==> src/hw/fsw_pkg.sv <==
// fsw_pkg: constants, register map and types of the flash self-write unit
// assumes one 200 MHz clock and an apb master for the registers
package fsw_pkg;
   // ==========================================================
   // register map (byte addresses)
   localparam logic [11:0] ADDR_CTRL = 12'h000;
   localparam logic [11:0] ADDR_KEY = 12'h004;
   localparam logic [11:0] ADDR_ADDR_LO = 12'h008;
   localparam logic [11:0] ADDR_ADDR_HI = 12'h00c;
   localparam logic [11:0] ADDR_DATA_LO = 12'h010;
   localparam logic [11:0] ADDR_DATA_HI = 12'h014;
   localparam logic [11:0] ADDR_CONFIG = 12'h018;
   // ==========================================================
   // control register fields
   localparam int CTRL_START = 1;
   localparam int CTRL_WEN = 2;
   localparam int CTRL_ERASE = 4;
   localparam int CTRL_LATCH_ONLY = 5;
   localparam int CTRL_CFG_SEL = 6;
   localparam logic [7:0] CTRL_RESET = 8'h00;
   localparam logic [7:0] KEY_RESET = 8'h00;
   // config register fields: bit 0 protect_n, bits 2:1 protect size
   localparam int CFG_CP_N = 0;
   localparam int CFG_WP_LSB = 1;
   localparam logic [2:0] CONFIG_RESET = 3'h7;
   // ==========================================================
   // unlock pattern and array geometry
   localparam logic [7:0] KEY_FIRST = 8'h55;
   localparam logic [7:0] KEY_SECOND = 8'haa;
   localparam int NUM_LATCH = 32;
   localparam int WORD_W = 14;
   localparam logic [13:0] BLANK_WORD = 14'h3fff;
   localparam logic [14:0] USER_ID_BASE = 15'h0000;
   localparam int FORCED_NOPS = 2;
   // ==========================================================
   // timing: nominal array busy time
   localparam int BUSY_TIME_US = 2000;
   localparam int CLK_MHZ = 200;
   localparam int BUSY_CYCLES = BUSY_TIME_US * CLK_MHZ;
   // ==========================================================
   // types
   typedef enum logic [1:0] {
      FSW_UL_IDLE = 2'b00,
      FSW_UL_KEY1 = 2'b01,
      FSW_UL_KEY2 = 2'b11
   } fsw_unlock_t;
   typedef enum logic [1:0] {
      FSW_OP_IDLE = 2'b00,
      FSW_OP_NOP = 2'b01,
      FSW_OP_BUSY = 2'b11
   } fsw_op_t;
   typedef struct packed {
      logic req;
      logic erase;
      logic [9:0] row;
      logic [13:0] data;
   } fsw_flash_cmd_t;
endpackage

==> src/hw/fsw_top.sv <==
// fsw_top: flash self-write sequencer with apb registers
// assumes an apb master, a cpu with stall input, and a flash array port
`timescale 1ns/100ps
`default_nettype none
module fsw_top #(
   parameter int BUSY_CYCLES = fsw_pkg::BUSY_CYCLES
) (
   input wire logic clk,
   input wire logic rst,
   input wire logic psel,
   input wire logic penable,
   input wire logic pwrite,
   input wire logic [11:0] paddr,
   input wire logic [31:0] pwdata,
   output logic [31:0] prdata,
   output logic pready,
   output logic pslverr,
   input wire logic irq,
   output logic cpu_nop,
   output logic cpu_stall,
   input wire logic ext_rd,
   input wire logic [14:0] ext_addr,
   input wire logic [13:0] ext_arr_data,
   output logic [13:0] ext_rd_data,
   output logic ext_blocked,
   output var fsw_pkg::fsw_flash_cmd_t flash_cmd,
   output logic [14:0] flash_word_addr,
   input wire logic flash_done,
   output logic wp_reject_q
);
   // ==========================================================
   // apb decode
   logic wr_en;
   logic rd_en;
   logic key_wr;
   logic start_wr;
   logic other_wr;
   logic armed;
   logic go;
   logic [7:0] ctrl_q;
   logic [7:0] addr_lo_q;
   logic [6:0] addr_hi_q;
   logic [7:0] data_lo_q;
   logic [5:0] data_hi_q;
   logic [2:0] config_q;
   logic [13:0] latch_q [fsw_pkg::NUM_LATCH];
   logic [14:0] word_addr;
   logic [9:0] row;
   logic [4:0] col;
   logic protected_hit;
   logic is_user_id;
   logic [14:0] wp_limit;
   fsw_pkg::fsw_op_t op_q;
   logic [1:0] nop_cnt_q;
   logic [31:0] busy_cnt_q;
   logic op_done;
   logic load_end;

   assign pready = 1'b1;
   assign pslverr = 1'b0;
   assign wr_en = psel && penable && pwrite;
   assign rd_en = psel && !penable && !pwrite;
   assign key_wr = wr_en && paddr == fsw_pkg::ADDR_KEY;
   assign start_wr = wr_en && paddr == fsw_pkg::ADDR_CTRL &&
      pwdata[fsw_pkg::CTRL_START];
   assign other_wr = wr_en && !key_wr && !start_wr;

   // ==========================================================
   // registers, one process per register
   // start bit reads back only while a taken start is still running
   always_ff @(posedge clk) begin
      if (rst) begin
         ctrl_q <= fsw_pkg::CTRL_RESET;
      end else if (wr_en && paddr == fsw_pkg::ADDR_CTRL) begin
         ctrl_q <= pwdata[7:0];
         ctrl_q[fsw_pkg::CTRL_START] <= go;
      end else if (op_done || load_end) begin
         ctrl_q[fsw_pkg::CTRL_START] <= 1'b0;
      end
   end

   always_ff @(posedge clk) begin
      if (rst) begin
         addr_lo_q <= 8'h00;
      end else if (wr_en && paddr == fsw_pkg::ADDR_ADDR_LO) begin
         addr_lo_q <= pwdata[7:0];
      end
   end

   always_ff @(posedge clk) begin
      if (rst) begin
         addr_hi_q <= 7'h00;
      end else if (wr_en && paddr == fsw_pkg::ADDR_ADDR_HI) begin
         addr_hi_q <= pwdata[6:0];
      end
   end

   always_ff @(posedge clk) begin
      if (rst) begin
         data_lo_q <= 8'h00;
      end else if (wr_en && paddr == fsw_pkg::ADDR_DATA_LO) begin
         data_lo_q <= pwdata[7:0];
      end
   end

   always_ff @(posedge clk) begin
      if (rst) begin
         data_hi_q <= 6'h00;
      end else if (wr_en && paddr == fsw_pkg::ADDR_DATA_HI) begin
         data_hi_q <= pwdata[5:0];
      end
   end

   // protect bits live here so the bench can play the fuse word
   always_ff @(posedge clk) begin
      if (rst) begin
         config_q <= fsw_pkg::CONFIG_RESET;
      end else if (wr_en && paddr == fsw_pkg::ADDR_CONFIG) begin
         config_q <= pwdata[2:0];
      end
   end

   // key register is not stored; reads give zero
   always_ff @(posedge clk) begin
      if (rst) begin
         prdata <= 32'h0000_0000;
      end else if (rd_en) begin
         case (paddr)
            fsw_pkg::ADDR_CTRL: prdata <= {24'h000000, ctrl_q};
            fsw_pkg::ADDR_ADDR_LO: prdata <= {24'h000000, addr_lo_q};
            fsw_pkg::ADDR_ADDR_HI: prdata <= {25'h0000000, addr_hi_q};
            fsw_pkg::ADDR_DATA_LO: prdata <= {24'h000000, data_lo_q};
            fsw_pkg::ADDR_DATA_HI: prdata <= {26'h0000000, data_hi_q};
            fsw_pkg::ADDR_CONFIG: prdata <= {29'h0000000, config_q};
            default: prdata <= 32'h0000_0000;
         endcase
      end
   end

   // ==========================================================
   // unlock detector
   fsw_unlock u_unlock (
      .clk(clk),
      .rst(rst),
      .key_wr(key_wr),
      .key_data(pwdata[7:0]),
      .start_wr(start_wr),
      .other_wr(other_wr),
      .irq(irq),
      .armed(armed)
   );

   // ==========================================================
   // address split and protection
   assign row = {addr_hi_q, addr_lo_q[7:5]};
   assign col = addr_lo_q[4:0];
   assign word_addr = {row, col};
   // config space select plus low address reaches the user id words
   assign is_user_id = ctrl_q[fsw_pkg::CTRL_CFG_SEL] &&
      addr_lo_q[7:2] == 6'h00 && addr_hi_q == 7'h00;
   // size codes past the table leave the whole array open
   always_comb begin
      case (config_q[fsw_pkg::CFG_WP_LSB +: 2])
         2'b00: wp_limit = 15'h0800;
         2'b01: wp_limit = 15'h0200;
         2'b10: wp_limit = 15'h0000;
         default: wp_limit = 15'h0000;
      endcase
   end
   // user ids stay writable whatever the protect size
   assign protected_hit = !is_user_id && word_addr < wp_limit;
   // only an armed start with write enable and idle unit goes
   assign go = start_wr && armed && ctrl_q[fsw_pkg::CTRL_WEN] &&
      op_q == fsw_pkg::FSW_OP_IDLE && !protected_hit;

   always_ff @(posedge clk) begin
      if (rst) begin
         wp_reject_q <= 1'b0;
      end else if (start_wr && armed) begin
         wp_reject_q <= protected_hit;
      end
   end

   // ==========================================================
   // operation sequencer
   // every non-erase start loads the addressed latch, the last word too
   logic load_word;
   assign load_word = !pwdata[fsw_pkg::CTRL_ERASE];
   // a latch load needs no array time: it retires after the forced slots
   assign load_end = op_q == fsw_pkg::FSW_OP_NOP && nop_cnt_q == 2'd0 &&
      ctrl_q[fsw_pkg::CTRL_LATCH_ONLY] && !ctrl_q[fsw_pkg::CTRL_ERASE];
   always_ff @(posedge clk) begin
      if (rst) begin
         op_q <= fsw_pkg::FSW_OP_IDLE;
         nop_cnt_q <= 2'd0;
      end else begin
         case (op_q)
            fsw_pkg::FSW_OP_IDLE: begin
               if (go) begin
                  op_q <= fsw_pkg::FSW_OP_NOP;
                  nop_cnt_q <= 2'(fsw_pkg::FORCED_NOPS - 1);
               end
            end
            fsw_pkg::FSW_OP_NOP: begin
               if (nop_cnt_q != 2'd0) begin
                  nop_cnt_q <= nop_cnt_q - 2'd1;
               end else if (ctrl_q[fsw_pkg::CTRL_LATCH_ONLY] &&
                            !ctrl_q[fsw_pkg::CTRL_ERASE]) begin
                  op_q <= fsw_pkg::FSW_OP_IDLE; // no stall
               end else begin
                  op_q <= fsw_pkg::FSW_OP_BUSY;
               end
            end
            fsw_pkg::FSW_OP_BUSY: begin
               if (op_done) begin
                  op_q <= fsw_pkg::FSW_OP_IDLE;
               end
            end
            default: op_q <= fsw_pkg::FSW_OP_IDLE;
         endcase
      end
   end
   assign cpu_nop = op_q == fsw_pkg::FSW_OP_NOP;
   assign cpu_stall = op_q == fsw_pkg::FSW_OP_BUSY;

   // array finishes on its own done or on the nominal busy time
   // counter width covers the full nominal time at the full clock
   always_ff @(posedge clk) begin
      if (rst || op_q != fsw_pkg::FSW_OP_BUSY) begin
         busy_cnt_q <= 32'd0;
      end else begin
         busy_cnt_q <= busy_cnt_q + 32'd1;
      end
   end
   assign op_done = op_q == fsw_pkg::FSW_OP_BUSY &&
      (flash_done || busy_cnt_q == 32'(BUSY_CYCLES - 1));

   // ==========================================================
   // write latches, one per column
   genvar gi;
   generate
      for (gi = 0; gi < fsw_pkg::NUM_LATCH; gi++) begin : g_latch
         always_ff @(posedge clk) begin
            if (rst || op_done) begin
               latch_q[gi] <= fsw_pkg::BLANK_WORD;
            end else if (go && load_word && 5'(gi) == col) begin
               latch_q[gi] <= {data_hi_q, data_lo_q};
            end
         end
      end
   endgenerate

   // ==========================================================
   // flash array command: streams latches of one row only
   logic [4:0] stream_q;
   always_ff @(posedge clk) begin
      if (rst || op_q != fsw_pkg::FSW_OP_BUSY) begin
         stream_q <= 5'd0;
      end else if (stream_q != 5'd31) begin
         stream_q <= stream_q + 5'd1;
      end
   end
   always_ff @(posedge clk) begin
      if (rst) begin
         flash_cmd <= '0;
         flash_word_addr <= 15'h0000;
      end else begin
         flash_cmd.req <= op_q == fsw_pkg::FSW_OP_BUSY && !op_done;
         // program never implies erase
         flash_cmd.erase <= ctrl_q[fsw_pkg::CTRL_ERASE];
         flash_cmd.row <= row;
         flash_cmd.data <= latch_q[stream_q];
         flash_word_addr <= {row, stream_q};
      end
   end

   // ==========================================================
   // external programmer read path; cpu path never passes here
   // cpu fetches never use this port, so protection cannot stall them
   assign ext_blocked = !config_q[fsw_pkg::CFG_CP_N];
   always_ff @(posedge clk) begin
      if (rst) begin
         ext_rd_data <= 14'h0000;
      end else if (ext_rd) begin
         ext_rd_data <= ext_blocked ? 14'h0000 : ext_arr_data;
      end
   end
endmodule // fsw_top
`default_nettype wire

==> src/hw/fsw_unlock.sv <==
// fsw_unlock: key pattern detector for self-write starts
// assumes other_wr pulses on every register write except key and start writes, key_wr on key writes
`timescale 1ns/100ps
`default_nettype none
module fsw_unlock (
   input wire logic clk,
   input wire logic rst,
   input wire logic key_wr,
   input wire logic [7:0] key_data,
   input wire logic start_wr,
   input wire logic other_wr,
   input wire logic irq,
   output logic armed
);
   fsw_pkg::fsw_unlock_t state_q;
   // ==========================================================
   // sequence tracker
   always_ff @(posedge clk) begin
      if (rst) begin
         state_q <= fsw_pkg::FSW_UL_IDLE;
      end else if (irq || other_wr) begin
         state_q <= fsw_pkg::FSW_UL_IDLE;
      end else if (key_wr) begin
         // a wrong key anywhere restarts the pattern
         if (key_data == fsw_pkg::KEY_FIRST) begin
            state_q <= fsw_pkg::FSW_UL_KEY1;
         end else if (key_data == fsw_pkg::KEY_SECOND &&
                      state_q == fsw_pkg::FSW_UL_KEY1) begin
            state_q <= fsw_pkg::FSW_UL_KEY2;
         end else begin
            state_q <= fsw_pkg::FSW_UL_IDLE;
         end
      end else if (start_wr) begin
         state_q <= fsw_pkg::FSW_UL_IDLE; // one start per unlock
      end
   end
   assign armed = (state_q == fsw_pkg::FSW_UL_KEY2);
endmodule // fsw_unlock
`default_nettype wire

==> config.mk <==
export PLATFORM = sky130hd
export DESIGN_NAME = fsw_top
export DESIGN_NICKNAME = d
export VERILOG_FILES = /design/src/hw/fsw_pkg.sv /design/src/hw/fsw_top.sv /design/src/hw/fsw_unlock.sv
export SDC_FILE = /design/constraint.sdc
export NUM_CORES = 1
export LEC_CHECK = 0
export BUFFER_PORTS_ARGS = -buffer_cell sky130_fd_sc_hd__buf_2
export CELL_PAD_IN_SITES_DETAIL_PLACEMENT = 0
export CELL_PAD_IN_SITES_GLOBAL_PLACEMENT = 1
export CORE_MARGIN = 8
export CORE_UTILIZATION = 56
export CTS_BUF_LIST = sky130_fd_sc_hd__clkbuf_4 sky130_fd_sc_hd__clkbuf_8
export CTS_CLUSTER_DIAMETER = 100
export CTS_CLUSTER_SIZE = 24
export DETAILED_ROUTE_END_ITERATION = 8
export PLACE_DENSITY = 0.86
export SLEW_MARGIN = 10
export SYNTH_ARGS = -nofsm -noshare
export SYNTH_HDL_FRONTEND = slang
export SYNTH_SLANG_ARGS = --single-unit
==> constraint.sdc <==
create_clock -name clk -period 9.35 [get_ports clk]
set_input_delay 0.935 -clock clk [delete_from_list [all_inputs] [get_ports clk]]
set_output_delay 0.935 -clock clk [all_outputs]
set_load 0.02 [all_outputs]
Yosys cells after proc, flatten, opt, wreduce, memory -nomap -nowiden:

Memory sizes are Yosys's and may differ from the RTL's. A register that Yosys moved wholly into a read port is not among the register bits.
Index checks and enable logic that the tools add are counted.

* memory bits (read-only): 0
* output and inout port bits: 93
* RAM bits: 448
* input bits: 81
* memories kept: 1
* word-level logic and storage cells: 343
* bits in latches: 0
* bits in registers: 157

* reductions and logical operators: 90
* add/subtract/negate cells: 3
* shifts and indexed selects: 0
* mux-type cells: 146
* multipliers: 0
* equal/unequal tests: 51
* magnitude comparators: 1
* bitwise operators: 32
* div/mod/pow operators: 0

Memory list
* latch_q: words 32, width 14, read ports 1, clocked after Yosys merged registers in 1, write ports 32, RTL line fsw_top.sv:46 `logic [13:0] latch_q [fsw_pkg::NUM_LATCH];`

Operator list (count)
* two-way mux 14 bit: 33
* two-way mux 1 bit: 100
* == test 5 bit, first input constant: 16
* logical AND 1 bit: 61
* one-hot mux 8 bit (6 select lines): 1
* == test 4 x 5 -> 1 bit, first input constant: 8
* == test 12 x 5 -> 1 bit, second input constant: 3
* adder 32 x 1 -> 32 bit, second input constant: 1
* == test 32 x 19 -> 1 bit, second input constant: 1
* bitwise OR 1 bit: 32
* == test 12 x 4 -> 1 bit, second input constant: 2
* one-hot mux 12 bit (2 select lines): 1
* == test 3 x 5 -> 1 bit, first input constant: 4
* two-way mux 2 bit: 9
* less-than comparator 15 bit: 1
* == test 12 x 3 -> 1 bit, second input constant: 1
* zero test 12 bit: 1
* == test 2 x 5 -> 1 bit, first input constant: 2
* zero test 1 bit: 10
* == test 8 x 7 -> 1 bit, second input constant: 1
* == test 8 bit, second input constant: 1
* nonzero test 2 bit: 4
* zero test 7 bit: 1
* == test 2 x 1 -> 1 bit, second input constant: 3
* other kinds (15): 26

Depth between registers and ports, before layout:

Gate-level depths: netlist of the first run.

* word-level depth: 14
* gate-level depth with buffers: 9
* depth with buffers taken out: 7

Cells and area by module:

A second synthesis of the first run with hierarchy kept.

* cells, all modules: 2213
* area total of the unflattened synthesis: 27365.0 um^2

By module, submodules not included
* fsw_top: instances 1, cells each 2197, area an instance 27226.1 um^2, sequential area each 16155.5 um^2
* fsw_unlock: instances 1, cells each 16, area an instance 138.9 um^2, sequential area each 40.0 um^2

Worst setup path before layout of the first run:

OpenSTA, ideal clock, no wires.

* kind: input to register
* start point: input port paddr[1]
* end point: memory latch_q[3][0] (enable)
* path slack: 5.630 ns
* stages: 6
* data required time: 8.946 ns
* data arrival time: 3.316 ns
* setup time: 0.404 ns
* path through: nor3_1 nand4_1 a2111oi_4 nand2b_1 clkbuf_1 o21ai_0

RTL lines
* from (decl): RTL line fsw_top.sv:13 `input wire logic [11:0] paddr,`
* to (decl): RTL line fsw_top.sv:46

==> impl_metrics.env, run 1 <==
export IMPL_placed_area_sq_um=27700
export IMPL_yosysTopAreaCellShare_pct=49.4
export IMPL_r2r_slack_ps=4960
export IMPL_post_drt_wl_per_cell_microns=26.7
export IMPL_fin_skew_ps=39.7
export IMPL_io_buffers=108
export IMPL_firstDrtPassIters=5
export IMPL_start_util_pct=56.3
export IMPL_drtIter0Drc=2505
export IMPL_fp_dieH_microns=237
export IMPL_synth_edff_count=448
export IMPL_via_per_inst=6.90
export IMPL_die_width_microns=237
export IMPL_routed_wl_mm=73.4
export IMPL_overflow=0
export IMPL_finalCritPeriodShare_pct=46.9
export IMPL_yosys_area_top_type="edfxtp_1"
export IMPL_grt_usage_pct=25.5
export IMPL_p_leak_nw=8.76
export IMPL_grt_pass1_wl_mm=111
export IMPL_dieArea_sq_um=56000
export IMPL_worstHoldPathType="reg2reg"
export IMPL_critPathLaunchType="flop"
export IMPL_finalCriticalPeriod_ps=4390
export IMPL_ys_ff_latch=585
export IMPL_cts_buffers=28
export IMPL_dp_cells=2703
export IMPL_num_rows=81
export IMPL_drcViolationCount=0
export IMPL_end_kind="flop"
export IMPL_path_clk_slew_ps=140
export IMPL_max_freq_mhz=228
export IMPL_coreArea_sq_um=48400
export IMPL_cts_sinks=585
export IMPL_root_buffer="clkbuf_8"
export IMPL_min_to="prdata[7]"
export IMPL_irDropWorstVdd_v=0.0000864
export IMPL_async_flop_share_pct=0
export IMPL_layout_drive_gt1_share_pct=15.2
export IMPL_cts_hold_buffers=0
export IMPL_setup_viol=0
export IMPL_place_gp_congestion=0.853
export IMPL_hold_slack_ps=467
export IMPL_htreeDepth=1
export IMPL_diodes=0
export IMPL_dpl_hpwl_mm=43.0
export IMPL_grt_pass1_vias=18500
export IMPL_status="complete, no violations"
export IMPL_min_from="prdata[7]"
export IMPL_slew_violations=0
export IMPL_syn_instance_count=2187
export IMPL_nets=2197
export IMPL_hold_viol_final=0
export IMPL_critPathRequiredTime_ps=9740
export IMPL_worst_pin_slew_ps=1360
export IMPL_design_portCount=174
export IMPL_vias=19000
export IMPL_holdPathStages=2
export IMPL_ys_types=69
export IMPL_worstSetupPathType="reg2reg"
export IMPL_postCtsSetupRepairBufs=0
export IMPL_yosys_top_cells_area="edfxtp_1, nand4_1, dfxtp_1"
export IMPL_max_cap_violations=0
export IMPL_path_max_fanout=270
export IMPL_relSlewSlack_pct=9.25
export IMPL_syn_area_sq_um=27300
export IMPL_cts_resized=0
export IMPL_r2r_cells=6
export IMPL_reg2reg_to="latch_q[29][3]"
export IMPL_grt_start_max_net_pins=302
export IMPL_critPathArrivalTime_ps=4780
export IMPL_insertion_delay_ps=690
export IMPL_syn_avg_cell_area_sq_um=12.5
export IMPL_syn_to_final_growth_pct=3.90
export IMPL_clockBufferDepth=3
export IMPL_total_power_mw=4.33
export IMPL_antenna_found_initial=1
export IMPL_rsz0062_at_grt="false"
export IMPL_pwr_density_cell_nw_per_um2=153
export IMPL_ant_nets=0
export IMPL_final_design_area_no_fill_sq_um=28300
export IMPL_final_cells=2754
export IMPL_ys_seq_area_share_pct=59.4
export IMPL_reg2reg_from="addr_lo_q[2]"
export IMPL_synth_ff_type="edfxtp_1"
export IMPL_tritoncts="yes"
export IMPL_ys_warn_count=0
export IMPL_finalSetupTns_ps=0
## layout make-up
cell class / count / area [sq um]
fill: 3937 / 20100
sequential: 585 / 16200
multi-input combinational: 1318 / 9700
timing repair buffer: 166 / 1020
tap: 622 / 778
clock buffer: 50 / 557
inverter: 12 / 45.0
clock inverter: 1 / 16.3
## power breakdown
group	internal [mW]	total, mW	switching (mW)
combinational	0.0688	0.256	0.188
sequential	2.89	2.92	0.0275
clock	0.379	1.15	0.775
## registers in the layout, summed over array words and instances, names as in the netlist
signal,cells
stream_q,5
addr_lo_q,8
ctrl_q,8
ext_rd_data,14
nop_cnt_q,2
config_q,3
u_unlock.state_q,2
prdata,8
data_hi_q,6
flash_word_addr,5
op_q,2
flash_cmd,26
addr_hi_q,7
wp_reject_q,1
data_lo_q,8
latch_q,448
busy_cnt_q,32
## cells by family (layout without fill, tap and decap cells)
family,Yosys count,count (layout),share of synthesized area [%]
buf+inv,308,229,5.93
simple gates,813,813,17.1
compound gates,225,225,5.68
other cells,2,26,0.0276
flops,585,585,59.4
xor+xnor,28,28,0.900
fa+ha+maj,5,5,0.230
mux,221,221,10.7
## how the worst max path moves through the flow
stage	start	endpoint	slack, ps	cells past startpoint
2_1_floorplan	paddr[1]	latch_q[3][0]	5630	6
5_1_grt	addr_lo_q[2]	latch_q[8][4]	4710	6
6_report	addr_lo_q[2]	latch_q[29][3]	4960	6
4_1_cts	addr_lo_q[2]	latch_q[29][3]	5040	6
3_5_place_dp	paddr[1]	latch_q[29][3]	4550	7
3_3_place_gp	paddr[1]	latch_q[12][9]	4660	7
## through the flow
| stage | setup slack [ps] | utilization, % |
|---|---|---|
| after floorplan | 5630 | - |
| final | 4960 | 58.5 |
| after detailed placement | 4550 | 57.2 |
| after global routing | 4710 | 58.5 |
| after global placement | 4660 | 57.2 |
| after CTS | 5040 | 58.4 |
## cell usage in the layout (no fill, tap or decap), drive strengths merged, types with 23 or more instances in the layout
cell,n
mux4,57
nor2b,38
nand3,38
nor2,147
nand4,469
edfxtp,448
nand2,33
buf,166
conb,26
clkbuf,50
mux2i,161
a221oi,60
a21oi,37
o21ai,65
dfxtp,137
xor2,23
and3,23
## per-layer routing
| layer | vias to the layer above | wire length (microns) | share of wire [%] | track usage [%] |
|---|---|---|---|---|
| met5 | - | 13 | 0.018 | 0 |
| met4 | 2 | 2640 | 3.6 | 9.98 |
| met3 | 161 | 7030 | 9.6 | 3.53 |
| met2 | 995 | 35600 | 49 | 41.7 |
| met1 | 9426 | 28100 | 38 | 34.3 |
| li1 | 8414 | - | - | - |
## synth_stat cells, types with 5 or more instances
cell,instances
o31ai_1,8
a221oi_1,60
clkbuf_1,143
dfxtp_1,137
mux2i_1,161
nor3_1,13
buf_1,25
and3_1,23
inv_1,11
mux4_2,57
nand2b_1,11
buf_4,92
edfxtp_1,448
o21ai_1,10
nor2_1,146
buf_6,11
o21ai_0,55
nand3_1,38
buf_2,24
xor2_1,23
nand4_1,469
ha_1,5
nand2_1,33
xnor2_1,5
nor4_1,6
o32ai_1,5
a21oi_1,35
nor2b_1,38
a22oi_1,22
o22ai_1,7
## worst max-delay path, stage by stage (launching register included)
cell,delay (ps)
dfxtp_1,550
nor2_1,430
nand4_1,280
a2111oi_4,730
buf_12,790
buf_4,910
nand4_1,200
Power figures use the tool's default switching activity.
==> inputs of run 2 (changes only) <==
Settings changed: ABC_AREA from default to 1, CORE_UTILIZATION 56 to 50, PLACE_DENSITY 0.86 to 0.81.
Clock period 9.35 ns to 4.35 ns, I/O delays scaled along.
==> run 2 against run 1 <==
Combinational power up 110%. Sequential power is 110% higher. Worst setup slack lost 3900 ps. Via count up 16%. Non-clock buffer count grew 28. Sequential share of layout area shrank 0.82 points. Final area up 1.5%. Wire length rose by 12%. Clock power increased by 120%. Largest cell class unchanged. Highest routed layer is now met4.
==> impl_metrics.env, run 2 <==
export IMPL_status="complete, no violations"
export IMPL_ys_types=40
export IMPL_critPathLaunchType="flop"
export IMPL_hold_slack_ps=45.7
export IMPL_swShare_pct=23.5
export IMPL_fp_dieH_microns=250
export IMPL_worstHoldPathType="in2reg"
export IMPL_top_regs="latch_q (448), busy_cnt_q (32), flash_cmd (26)"
export IMPL_num_rows=86
export IMPL_cts_sinks=585
export IMPL_syn_instance_count=2802
export IMPL_final_common_cell="nand4_1"
export IMPL_met3_usage_pct=3.23
export IMPL_met2_usage_pct=39.9
export IMPL_p_leak_nw=7.64
export IMPL_via_per_inst=6.45
export IMPL_io_buffers=108
export IMPL_firstDrtPassIters=7
export IMPL_top_register="latch_q"
export IMPL_seq_area_sq_um=16200
export IMPL_cts_resized=0
export IMPL_nFillCells=4827
export IMPL_grt_pass1_wl_mm=123
export IMPL_top_usage_layer="met2"
export IMPL_syn_to_final_growth_pct=4.56
export IMPL_placed_area_sq_um=28000
export IMPL_yosys_top_cells_area="edfxtp_1, nand4_1, dfxtp_1"
export IMPL_combPwrFrac_pct=5.8
export IMPL_yosys_area_top_type="edfxtp_1"
export IMPL_vias=22100
export IMPL_slew_violations=0
export IMPL_nets=2786
export IMPL_tritoncts="yes"
export IMPL_routed_wl_mm=82.5
export IMPL_final_cells=3427
export IMPL_finalSetupTns_ps=0
export IMPL_total_power_mw=9.15
export IMPL_grt_pass1_vias=20500
export IMPL_antenna_found_initial=2
export IMPL_htreeDepth=1
export IMPL_p_seq_share_pct=66.1
export IMPL_layout_drive_gt1_share_pct=10.2
export IMPL_dp_cells=3358
export IMPL_synth_ff_type="edfxtp_1"
export IMPL_pwr_density_cell_nw_per_um2=318
export IMPL_clock_power_share_pct=28.1
export IMPL_ys_warn_count=0
export IMPL_largest_reg_flops=448
export IMPL_critPathArrivalTime_ps=3710
export IMPL_synthTopCellsByCount="nand4_1, edfxtp_1, nor2_1"
export IMPL_path_max_fanout=89
export IMPL_syn_avg_cell_area_sq_um=9.81
export IMPL_synth_most_common_cell="nand4_1"
export IMPL_dpl_hpwl_mm=48.8
export IMPL_power_internal_mw=7.00
export IMPL_coreArea_sq_um=54800
export IMPL_ant_nets=0
export IMPL_overflow=0
export IMPL_rsz0062_at_grt="false"
export IMPL_max_cap_violations=0
export IMPL_root_buffer="clkbuf_8"
export IMPL_irDropWorstVdd_v=0.000194
export IMPL_final_design_area_no_fill_sq_um=28700
export IMPL_worstSetupPathType="reg2reg"
export IMPL_synth_edff_count=448
export IMPL_post_drt_wl_per_cell_microns=24.1
export IMPL_syn_area_sq_um=27500
export IMPL_hold_viol_final=0
export IMPL_worst_pin_slew_ps=1060
export IMPL_yosysTopAreaCellShare_pct=49.0
export IMPL_dieArea_sq_um=62700
export IMPL_path_clk_slew_ps=150
export IMPL_async_flop_share_pct=0
export IMPL_grt_usage_pct=25.0
export IMPL_design_portCount=174
export IMPL_drcViolationCount=0
export IMPL_cts_buffers=28
export IMPL_drtIter0Drc=2779
export IMPL_setup_viol=0
export IMPL_fin_skew_ps=36.7
export IMPL_finalCriticalPeriod_ps=3310
export IMPL_ys_seq_area_share_pct=58.9
export IMPL_clockBufferDepth=3
export IMPL_max_freq_mhz=302
export IMPL_place_gp_congestion=0.893
export IMPL_critPathRequiredTime_ps=4750
export IMPL_ys_ff_latch=585
export IMPL_grt_start_max_net_pins=120
export IMPL_multi_input_area_sq_um=9270
export IMPL_finalCritPeriodShare_pct=76.1
export IMPL_die_width_microns=250
export IMPL_mostFrequentLayoutCells="nand4_1, edfxtp_1, nor2_1, nand2_1, o21ai_0"
export IMPL_relSlewSlack_pct=29.0
export IMPL_met1_usage_pct=34.6
export IMPL_postCtsSetupRepairBufs=0
export IMPL_insertion_delay_ps=710
export IMPL_switchingPower_mw=2.15
export IMPL_end_kind="flop"
export IMPL_start_util_pct=50.2
run 2: changes by cell type in the layout (fill, tap and decap cells not counted), moves of 33 or more:
| cell | change |
|---|---|
| nand2_1 | +254 |
| o21ai_0 | +246 |
| nor2_1 | +188 |
| mux2i_1 | -161 |
| inv_1 | +78 |
| o221ai_1 | +76 |
| a221oi_1 | -60 |
| mux4_2 | -57 |
| a21oi_1 | +53 |
| o211ai_1 | +40 |
| nor2b_1 | -37 |
| o22ai_1 | +36 |
| nand3_1 | +33 |
run 2: stage by stage:
stage / setup slack (ps) / util [%]
4_1_cts: 1100 / 52.5
3_3_place_gp: 1050 / 51.1
5_1_grt: 816 / 52.5
2_1_floorplan: 1950 / -
6_report: 1040 / 52.5
3_5_place_dp: 974 / 51.1
run 2: path summary, 6_finish.rpt:
check | slack, ps | start | depth (start not counted) | to
max | 1040 | config_q[1] | 9 | latch_q[20][7]
min | 50 | flash_done | 4 | flash_cmd[25]
max reg2reg | 1040 | config_q[1] | 9 | latch_q[20][7]
min reg2reg | 460 | busy_cnt_q[0] | 1 | busy_cnt_q[0]
run 2: what timing repair did:
action,in CTS,in global routing
endpoints found under the setup margin,0,0
hold buffers,16,0
hold endpoints to repair,17,0
run 2: logic make-up (layout without fill, tap and decap cells):
| group | after synthesis | count (layout) | synth area share, % |
|---|---|---|---|
| DFF | 585 | 585 | 58.9 |
| adders and majority gates | 5 | 5 | 0.228 |
| xor gates and xnor gates | 7 | 7 | 0.223 |
| AOI/OAI and AO/OA | 536 | 536 | 11.4 |
| and+or+nand+nor | 1200 | 1200 | 21.3 |
| buffers and inverters | 467 | 363 | 7.84 |
| other | 2 | 27 | 0.0273 |
run 2: routing by layer:
metal  wire, microns  share of wire, %
met2           38300                46
met1           33300                40
met5               0                 0
met3            7670               9.3
met4            3180               3.9
run 2: critical path, cell delays in order (launching register included):
cell and delay [ps]:
dfxtp_1 370, or2_2 300, ha_1 270, a21oi_1 130, a21oi_1 280, nand2_2 160
nor3_4 200, buf_12 360, buf_4 690, nand4_1 170
run 2: power groups by stage:
stage / clock network (mW) / logic, mW / registers, mW
final: 2.57 / 0.529 / 6.05
after global routing: 2.78 / 0.568 / 6.05
after CTS: 2.60 / 0.525 / 6.05
after detailed placement: 0 / 0.513 / 6.17
after global placement: 0 / 0.507 / 6.17
after floorplan: 0 / 0.334 / 6.19
run 2: layout make-up:
class	instances	area share, %
diodes	1	0.00871
clock buffers	50	1.94
well taps	704	3.07
multi-input cells	1774	32.3
inverters	117	1.55
repair buffers	194	4.62
flip-flops and latches	585	56.4
clock inverters	2	0.161
